==> src/pkg/ssm_defines.vh <==
`ifndef SSM_DEFINES_VH
`define SSM_DEFINES_VH

// Enable-off and class 2 fault stop mode codes
`define SSM_MODE_FREE 2'h0
`define SSM_MODE_ZERO_FREE 2'h1
// Overtravel stop mode codes
`define SSM_OT_FREE 2'h0
`define SSM_OT_ZERO_LOCK 2'h1
`define SSM_OT_ZERO_FREE 2'h2
// Factory values
`define SSM_RST_ENABLE_OFF_MODE 1'h0
`define SSM_RST_CLASS2_MODE 1'h0
`define SSM_RST_OT_MODE 2'h1
`define SSM_RST_SOFT_ESTOP 1'h0
// Torque command field positions on the torque_cmd output
`define SSM_TQ_POWER_BIT 0
`define SSM_TQ_BRAKE_BIT 1
`define SSM_TQ_LOCK_BIT 2

`endif

==> src/verilog/ssm_stop_ctrl.v <==
`timescale 1ns/10ps
`default_nettype none
`include "ssm_defines.vh"

module ssm_stop_ctrl (
  input wire core_clk,
  input wire sys_rst,
  // Pin-level inputs, asynchronous to core_clk
  input wire drive_enable_in,
  input wire fwd_limit_input,
  input wire rev_limit_input,
  input wire estop_input,
  // Active level for each limit and stop pin: 1 means high is valid
  input wire fwd_limit_active_high,
  input wire rev_limit_active_high,
  input wire estop_active_high,
  // Settings, same clock domain
  input wire enable_off_stop_mode,
  input wire class2_fault_stop_mode,
  input wire [1:0] overtravel_stop_mode,
  input wire soft_emergency_stop,
  input wire holding_brake_en,
  // Fault class levels from the fault logic, same clock domain
  input wire class1_fault,
  input wire class2_fault,
  // Speed feedback, same clock domain
  input wire speed_is_zero,
  // Outputs
  output reg [2:0] torque_cmd,
  output reg running,
  output reg fwd_inhibit,
  output reg rev_inhibit,
  output reg overtravel_active,
  output reg emergency_stop_warning,
  output reg stop_done
);

  ////////////////////////////////////////////////////////////////////////////
  // State codes, one-hot
  localparam [4:0] ST_RUN = 5'h01;
  localparam [4:0] ST_COAST = 5'h02;
  localparam [4:0] ST_DECEL = 5'h04;
  localparam [4:0] ST_HOLD_FREE = 5'h08;
  localparam [4:0] ST_HOLD_LOCK = 5'h10;

  reg [3:0] sync1_reg;
  reg [3:0] sync2_reg;
  reg [4:0] state_reg;
  reg [4:0] state_next;
  reg zero_reg;
  reg zero_next;
  reg lock_reg;
  reg lock_next;
  wire en_pin;
  wire fwd_valid;
  wire rev_valid;
  wire estop_valid;
  reg stop_req;
  reg stop_zero;
  reg stop_lock;
  wire any_ot;
  wire cause_class1;
  wire cause_class2;
  wire cause_enable_off;
  wire cause_estop;
  wire cause_ot;

  ////////////////////////////////////////////////////////////////////////////
  // Pin level against its configured active logic
  function pin_valid;
    input level;
    input active_high;
    begin
      pin_valid = ~(level ^ active_high);
    end
  endfunction

  // One-bit stop code: 1 asks for a zero-speed stop
  function mode_is_zero;
    input mode;
    begin
      mode_is_zero = (mode == 1'b1);
    end
  endfunction

  // Hold state chosen by the lock flag
  function [4:0] hold_state;
    input lock;
    begin
      hold_state = lock ? ST_HOLD_LOCK : ST_HOLD_FREE;
    end
  endfunction

  ////////////////////////////////////////////////////////////////////////////
  // Two-stage synchronisers for the pins
  always @(posedge core_clk) begin
    if (sys_rst) begin
      sync1_reg <= 4'h0;
      sync2_reg <= 4'h0;
    end else begin
      sync1_reg <= {estop_input, rev_limit_input, fwd_limit_input,
                    drive_enable_in};
      // Only the second stage feeds logic
      sync2_reg <= sync1_reg;
    end
  end

  // Limit and stop validity judged against each pin's active logic
  assign en_pin = sync2_reg[0];
  assign fwd_valid = pin_valid(sync2_reg[1], fwd_limit_active_high);
  assign rev_valid = pin_valid(sync2_reg[2], rev_limit_active_high);
  assign estop_valid = pin_valid(sync2_reg[3], estop_active_high);
  assign any_ot = fwd_valid | rev_valid;

  // Stop causes, highest priority first
  assign cause_class1 = class1_fault;
  assign cause_class2 = class2_fault;
  assign cause_enable_off = ~en_pin | soft_emergency_stop;
  assign cause_estop = estop_valid;
  assign cause_ot = any_ot;

  ////////////////////////////////////////////////////////////////////////////
  // Stop cause arbitration; most severe cause wins
  always @* begin
    stop_req = 1'b1;
    stop_zero = 1'b0;
    stop_lock = 1'b0;
    if (cause_class1) begin
      // Class 1 always coasts and ends free running
      stop_zero = 1'b0;
      stop_lock = 1'b0;
    end else if (cause_class2) begin
      stop_lock = 1'b0;
      if (holding_brake_en) begin
        stop_zero = 1'b1;
      end else begin
        stop_zero = mode_is_zero(class2_fault_stop_mode);
      end
    end else if (cause_enable_off) begin
      // Soft stop shares the enable-off setting
      stop_zero = mode_is_zero(enable_off_stop_mode);
      stop_lock = 1'b0;
    end else if (cause_estop) begin
      // Emergency input brakes and locks
      stop_zero = 1'b1;
      stop_lock = 1'b1;
    end else if (cause_ot) begin
      // Either limit stops the drive; code 3 acts as code 2
      case (overtravel_stop_mode)
        `SSM_OT_FREE: begin
          stop_zero = 1'b0;
          stop_lock = 1'b0;
        end
        `SSM_OT_ZERO_LOCK: begin
          stop_zero = 1'b1;
          stop_lock = 1'b1;
        end
        default: begin
          stop_zero = 1'b1;
          stop_lock = 1'b0;
        end
      endcase
    end else begin
      stop_req = 1'b0;
    end
  end

  ////////////////////////////////////////////////////////////////////////////
  // Stop sequencer
  always @* begin
    state_next = state_reg;
    zero_next = zero_reg;
    lock_next = lock_reg;
    case (state_reg)
      ST_RUN: begin
        // Any cause starts a stop
        if (stop_req) begin
          zero_next = stop_zero;
          lock_next = stop_lock;
          state_next = stop_zero ? ST_DECEL : ST_COAST;
        end
      end
      ST_COAST, ST_DECEL: begin
        // A more severe cause may demand a coast, a brake or a new hold
        if (!stop_req) begin
          state_next = ST_RUN;
        end else begin
          zero_next = stop_zero;
          lock_next = stop_lock;
          if (!stop_zero && speed_is_zero) begin
            state_next = ST_HOLD_FREE;
          end else if (!stop_zero) begin
            state_next = ST_COAST;
          end else if (speed_is_zero) begin
            state_next = hold_state(stop_lock);
          end else begin
            state_next = ST_DECEL;
          end
        end
      end
      ST_HOLD_FREE, ST_HOLD_LOCK: begin
        // At rest; a zero-speed demand while moving brakes again
        if (!stop_req) begin
          state_next = ST_RUN;
        end else if (stop_zero && !speed_is_zero) begin
          state_next = ST_DECEL;
        end else begin
          state_next = hold_state(stop_lock);
        end
        zero_next = stop_zero;
        lock_next = stop_lock;
      end
      default: begin
        // Illegal code: fall back to a coast
        state_next = ST_COAST;
      end
    endcase
  end

  // State and latched stop plan
  always @(posedge core_clk) begin
    if (sys_rst) begin
      state_reg <= ST_COAST;
      zero_reg <= 1'b0;
      lock_reg <= 1'b0;
    end else begin
      state_reg <= state_next;
      zero_reg <= zero_next;
      lock_reg <= lock_next;
    end
  end

  ////////////////////////////////////////////////////////////////////////////
  // Torque stage command from the next state
  always @(posedge core_clk) begin
    if (sys_rst) begin
      torque_cmd <= 3'h0;
    end else begin
      // Power off unless a state asks for it
      torque_cmd <= 3'h0;
      case (state_next)
        ST_RUN: begin
          torque_cmd[`SSM_TQ_POWER_BIT] <= 1'b1;
        end
        ST_DECEL: begin
          torque_cmd[`SSM_TQ_POWER_BIT] <= 1'b1;
          torque_cmd[`SSM_TQ_BRAKE_BIT] <= 1'b1;
        end
        ST_HOLD_LOCK: begin
          torque_cmd[`SSM_TQ_POWER_BIT] <= 1'b1;
          torque_cmd[`SSM_TQ_LOCK_BIT] <= 1'b1;
        end
        default: begin
          torque_cmd <= 3'h0;
        end
      endcase
    end
  end

  // Status flags from the next state
  always @(posedge core_clk) begin
    if (sys_rst) begin
      running <= 1'b0;
      stop_done <= 1'b0;
    end else begin
      running <= (state_next == ST_RUN);
      // Hold flag rises only once speed has reached zero
      stop_done <= (state_next == ST_HOLD_FREE) ||
                   (state_next == ST_HOLD_LOCK);
    end
  end

  ////////////////////////////////////////////////////////////////////////////
  // Direction inhibits and warning; these follow the pins, not the state
  always @(posedge core_clk) begin
    if (sys_rst) begin
      fwd_inhibit <= 1'b0;
      rev_inhibit <= 1'b0;
      overtravel_active <= 1'b0;
      emergency_stop_warning <= 1'b0;
    end else begin
      // Only the tripped direction is blocked; the way out stays free
      fwd_inhibit <= fwd_valid;
      rev_inhibit <= rev_valid;
      overtravel_active <= any_ot;
      emergency_stop_warning <= estop_valid;
    end
  end

endmodule

`default_nettype wire

==> config.mk <==
export PLATFORM = sky130hd
export DESIGN_NAME = ssm_stop_ctrl
export DESIGN_NICKNAME = d
export VERILOG_FILES = /design/src/verilog/ssm_stop_ctrl.v
export VERILOG_INCLUDE_DIRS = /design/src /design/src/pkg
export SDC_FILE = /design/constraint.sdc
export NUM_CORES = 1
export LEC_CHECK = 0
export BUFFER_PORTS_ARGS = -buffer_cell sky130_fd_sc_hd__buf_2
export CAP_MARGIN = 20
export CORE_ASPECT_RATIO = 0.8
export CORE_UTILIZATION = 33
export DETAILED_ROUTE_END_ITERATION = 8
export GPL_ROUTABILITY_DRIVEN = 0
export PLACE_DENSITY = 0.65
export SLEW_MARGIN = 20
export SYNTH_ARGS = -nofsm -noshare
export SYNTH_HDL_FRONTEND = slang
export SYNTH_SLANG_ARGS = --single-unit
==> constraint.sdc <==
create_clock -name core_clk -period 1.8 [get_ports core_clk]
set_input_delay 0 -clock core_clk [delete_from_list [all_inputs] [get_ports core_clk]]
set_output_delay 0 -clock core_clk [all_outputs]
set_load 0.1 [all_outputs]
==> run summary, run 1 <==
CTS sink count: 22
I/O Pins: 27
vias per cell: 4.47
core footprint: 0.00277 mm²
minimum clock period: 1550 ps
Post-DP HPWL: 1290 µm
initial core utilization: 0.348
leakage dissipation: 0.479 nW
RSZ-0062 raised after global routing: no
maxcap violations: 0
post-CTS setup-driven buffer insertion count: 0
largest net degree at the start of global routing: 14
worst clock skew: 3.18 ps
Vias: 719
Req. time, crit path: 1990 ps
Num CTS Buffers: 3
unique cell type count in the Yosys netlist: 35
fin nets: 142
Die Span X: 62.4 µm
Slew Limit Headroom: 0.676
Rows: 17
GRT Util Overall: 0.119
Avg Synthesized Cell Area: 10.5 µm²
hold slack: 19.4 ps
critical-path cell list: xnor2_2, o22ai_1, a21o_1, a32oi_2, o31ai_2
diode count: 0
most frequent cells in the layout: 26 x buf_2, 22 x dfxtp_1, 11 x nor2b_1
critical path arrival: 1740 ps
clock root cell: clkbuf_4
Worst-Skew Late Latency: 300 ps
Worst VDD drop: 0.000467 V
Largest register FFs: 5
remaining antenna violation count: 0
setup_tns: 0 ps
layout cell share with drive strength beyond 1: 0.358
GRT overflow: 0
Hold Crit Class: in2reg
Max Fclk: 643 MHz
Worst Setup End Kind: flip-flop
asr flop ratio synth: 0
Mapped Nets: 110
critical path class: reg2reg
Finished Cell Area: 0.00119 mm²
Post-Synthesis Cells: 92
EDFF count, synth: 0
Worst-Margin Slew: 490 ps
clk buf depth: 2
Yosys reg bits: 22
first-pass detailed-route iteration total: 4
DR iter-0 viols: 64
Max Slew Vio Count: 0
die height: 50.3 µm
vias in the first global route: 699
post-synthesis sequential area ratio: 0.458
Port Buffers: 26
DIE AREA: 0.00314 mm²
Final Cycle Share: 0.864
initial antenna violation count: 0
H-Tree Depth: 1
endpoints failing setup: 0
post-CTS resize count: 0
warnings from Yosys: 0
final core utilization: 0.432
area grow syn2layout: 24.1%
Power Dens Cells: 901 mW/mm²
crit-path max FO: 5
Post-Syn Area: 962 µm²
status: finished, final reports clean
Crit-path slowest cell: dfxtp_1
prevailing post-synth register cell: dfxtp_1
WL final: 1650 µm
Critical Path Max Stage Delay: 340 ps
CTS tree: done
clk slew on worst S/H paths: 110 ps
post-place instance area: 0.00112 mm²
Wirelength per Cell: 10.2 µm
DRC: 0
commonest non-fill, non-tap cell in the layout: buf_2
Hold Fails Final Rpt: 0
global-route wire length before repair: 2880 µm
crit start category: flip-flop
==> critical path, delay by kind of cell (launching register included) <==
| kind | cells | cell delay [ps] |
|---|---|---|
| xor gates and xnor gates | 1 | 270 |
| DFF | 1 | 340 |
| AOI/OAI and AO/OA | 4 | 830 |
==> where the power goes <==
group | switching (mW) | internal (mW) | leakage, nW
clock network | 0.137 | 0.123 | 0.0210
logic | 0.184 | 0.0915 | 0.277
registers | 0.0246 | 0.516 | 0.181
==> routing by layer <==
| metal | wire, µm | share of wire | GRT usage | up-vias |
|---|---|---|---|---|
| met5 | 0 | 0 | 0 | - |
| met4 | 11 | 0.0067 | 0.0349 | 0 |
| met3 | 72 | 0.044 | 0.0432 | 2 |
| met2 | 717 | 0.43 | 0.194 | 16 |
| met1 | 848 | 0.51 | 0.149 | 319 |
| li1 | - | - | - | 382 |
==> kinds of logic (layout without fill, tap and decap cells) <==
kind of cell	count (synthesis)	count (layout)	share of synthesized area
xor gates and xnor gates	6	6	0.0702
DFF	22	22	0.458
buffers and inverters	5	36	0.0312
AOI/OAI and AO/OA	20	20	0.176
and+or+nand+nor	39	39	0.265
==> what timing repair did <==
action | in CTS | in global routing
hold buffers | 4 | 0
setup endpoints to repair | 0 | 0
endpoints found under the hold margin | 4 | 0
==> final cells by class <==
type | instances | area (µm²)
inverters | 2 | 7.51
flip-flops and latches | 22 | 440
clock buffers | 4 | 36.3
well taps | 38 | 47.5
fillers | 262 | 1570
repair buffers | 30 | 170
multi-input cells | 65 | 492
==> Yosys cell counts (2+ instances only) <==
cell / number / share of area
a21oi_1: 2 / 0.010
nor3_1: 5 / 0.026
o21ai_0: 5 / 0.026
nor4b_1: 2 / 0.018
o22ai_1: 2 / 0.013
o211ai_1: 2 / 0.016
xor2_1: 2 / 0.018
and2_2: 2 / 0.016
xnor2_1: 2 / 0.018
nor2_1: 9 / 0.035
xnor2_2: 2 / 0.034
inv_1: 2 / 0.0078
and2b_2: 2 / 0.018
dfxtp_1: 22 / 0.46
nor2b_1: 11 / 0.072
==> per-stage QoR <==
| step | total power, mW | setup slack, ps | cells |
|---|---|---|---|
| final | 1.08 | 246 | 161 |
| after global routing | 1.14 | 145 | 161 |
| after CTS | 1.09 | 242 | 161 |
| after detailed placement | 0.822 | 264 | 153 |
| after global placement | 0.817 | 253 | 153 |
| after floorplan | 0.770 | 420 | 92 |
==> path summary, 6_finish.rpt <==
kind                     start                endpoint  slack (ps)  cells past startpoint
max               sync2_reg[2]           torque_cmd[0]         250                      5
min          estop_active_high  emergency_stop_warning          20                      3
max reg2reg       sync2_reg[2]           torque_cmd[0]         250                      5
min reg2reg       sync1_reg[2]            sync2_reg[2]         450                      1
No activity file was read; power rests on OpenSTA's default activity.
==> run 2, diff against run 1 <==
BUFFER_PORTS_ARGS = -buffer_cell sky130_fd_sc_hd__buf_4   (was -buffer_cell sky130_fd_sc_hd__buf_2)
==> run 2 against run 1 <==
  * Final cell count increased by 3.7%
  * Register-to-register slack got worse by 20 ps
  * Maximum frequency decreased by 2.3%
  * Worst hold slack improved by 55 ps
  * Largest cell class unchanged
  * Critical path depth increased by 2
  * Critical path type is now in2reg
  * Flip-flop and latch count unchanged
  * Sequential share of layout area decreased by 3.5 points
  * Design area increased by 10%
  * First-iteration DRC count decreased by 58%
  * Count of clock-buffer cells in the layout unchanged
  * Utilization increased by 4.5 points
==> run summary, run 2 (synthesis results as in run 1) <==
status: finished, final reports clean
Rows: 17
post-CTS setup-driven buffer insertion count: 0
fin nets: 148
Port Buffers: 26
core footprint: 0.00277 mm²
critical path class: in2reg
clk slew on worst S/H paths: 110 ps
critical-path cell list: dlygate4sd3_1, buf_4, xnor2_1, nor3_2, a21o_1, a32oi_2, o31ai_2
final core utilization: 0.477
most frequent cells in the layout: 26 x buf_4, 22 x dfxtp_1, 11 x nor2b_1
endpoints failing setup: 0
CTS tree: done
Die Span X: 62.4 µm
initial antenna violation count: 0
DRC: 0
first-pass detailed-route iteration total: 2
initial core utilization: 0.348
largest net degree at the start of global routing: 14
Post-DP HPWL: 1320 µm
post-CTS resize count: 0
global-route wire length before repair: 3110 µm
Crit-path slowest cell: dlygate4sd3_1
clock root cell: clkbuf_4
CTS sink count: 22
Worst-Margin Slew: 491 ps
remaining antenna violation count: 0
cts hold-fix bufs: 10
Final Cycle Share: 0.884
GRT overflow: 0
Finished Cell Area: 0.00132 mm²
die height: 50.3 µm
reg2reg end: torque_cmd[0]
vias per cell: 4.46
Hold Fails Final Rpt: 0
Worst Setup End Kind: flip-flop
area grow syn2layout: 37.1%
DR iter-0 viols: 27
Num CTS Buffers: 3
Req. time, crit path: 1990 ps
clk buf depth: 2
Hold Path Cell Cnt: 4
DIE AREA: 0.00314 mm²
H-Tree Depth: 1
vias in the first global route: 698
crit-path max FO: 5
Worst-Skew Late Latency: 300 ps
Largest register FFs: 5
Worst VDD drop: 0.000462 V
Max Slew Vio Count: 0
I/O Pins: 27
Wirelength per Cell: 10.9 µm
worst clock skew: 1.55 ps
minimum clock period: 1590 ps
Slew Limit Headroom: 0.670
Power Dens Cells: 840 mW/mm²
Max Fclk: 628 MHz
crit start category: input pin
diode count: 0
Hold Crit Class: in2reg
RSZ-0062 raised after global routing: no
Hold Startpoint: fwd_limit_active_high
setup_tns: 0 ps
maxcap violations: 0
WL final: 1820 µm
Critical Path Max Stage Delay: 540 ps
post-place instance area: 0.00118 mm²
FF-to-FF setup slack: 230 ps
Reg2Reg Launch Point: sync2_reg[2]
hold endpoint: overtravel_active
reg2reg path depth: 5
Vias: 744
commonest non-fill, non-tap cell in the layout: buf_4
critical path arrival: 1780 ps
layout cell share with drive strength beyond 1: 0.341
GRT Util Overall: 0.129
leakage dissipation: 0.526 nW
Filler cells: 265
[run 2: worst max-delay path: cells and delay by family]
family / cells / cell delay [ps]
and+or+nand+nor: 1 / 110
AOI/OAI and AO/OA: 3 / 660
xor gates and xnor gates: 1 / 320
buffers and inverters: 2 / 680
[run 2: power breakdown]
part	switching [mW]	total [mW]	internal, mW
Clock	0.139	0.262	0.123
Combinational	0.188	0.305	0.118
Sequential	0.0242	0.540	0.516
Total	0.351	1.11	0.757
[run 2: stage by stage]
| stage | instances | hold slack, ps | total power [mW] | setup slack [ps] |
|---|---|---|---|---|
| after detailed placement | 153 | 218 | 0.840 | 255 |
| after global placement | 153 | 214 | 0.835 | 271 |
| final | 167 | 74.4 | 1.11 | 208 |
| after floorplan | 92 | 71.6 | 0.770 | 420 |
| after CTS | 167 | 77.3 | 1.12 | 228 |
| after global routing | 167 | 75.0 | 1.16 | 108 |
[run 2: final cells by class]
| class | count | area, µm² | area share |
|---|---|---|---|
| multi-input cells | 65 | 492 | 0.373 |
| clock buffers | 4 | 36.3 | 0.0275 |
| repair buffers | 36 | 295 | 0.224 |
| well taps | 38 | 47.5 | 0.0361 |
| inverters | 2 | 7.51 | 0.00569 |
| flip-flops and latches | 22 | 440 | 0.334 |
[run 2: layer usage]
| layer | vias to the layer above | global-route usage | wire (µm) |
|---|---|---|---|
| li1 | 397 | - | - |
| met1 | 330 | 0.156 | 859 |
| met2 | 15 | 0.222 | 857 |
| met3 | 2 | 0.0386 | 88 |
| met4 | 0 | 0.0349 | 11 |
| met5 | - | 0 | 0 |
[run 2: worst max path at each step]
| stage | endpoint | from | cells after the start | slack [ps] |
|---|---|---|---|---|
| 5_1_grt | torque_cmd[0] | state_reg[1] | 5 | 110 |
| 3_3_place_gp | torque_cmd[0] | sync2_reg[2] | 5 | 270 |
| 3_5_place_dp | torque_cmd[0] | sync2_reg[2] | 5 | 260 |
| 2_1_floorplan | torque_cmd[0] | sync2_reg[0] | 5 | 420 |
| 6_report | torque_cmd[0] | estop_active_high | 7 | 210 |
| 4_1_cts | torque_cmd[0] | estop_active_high | 7 | 230 |
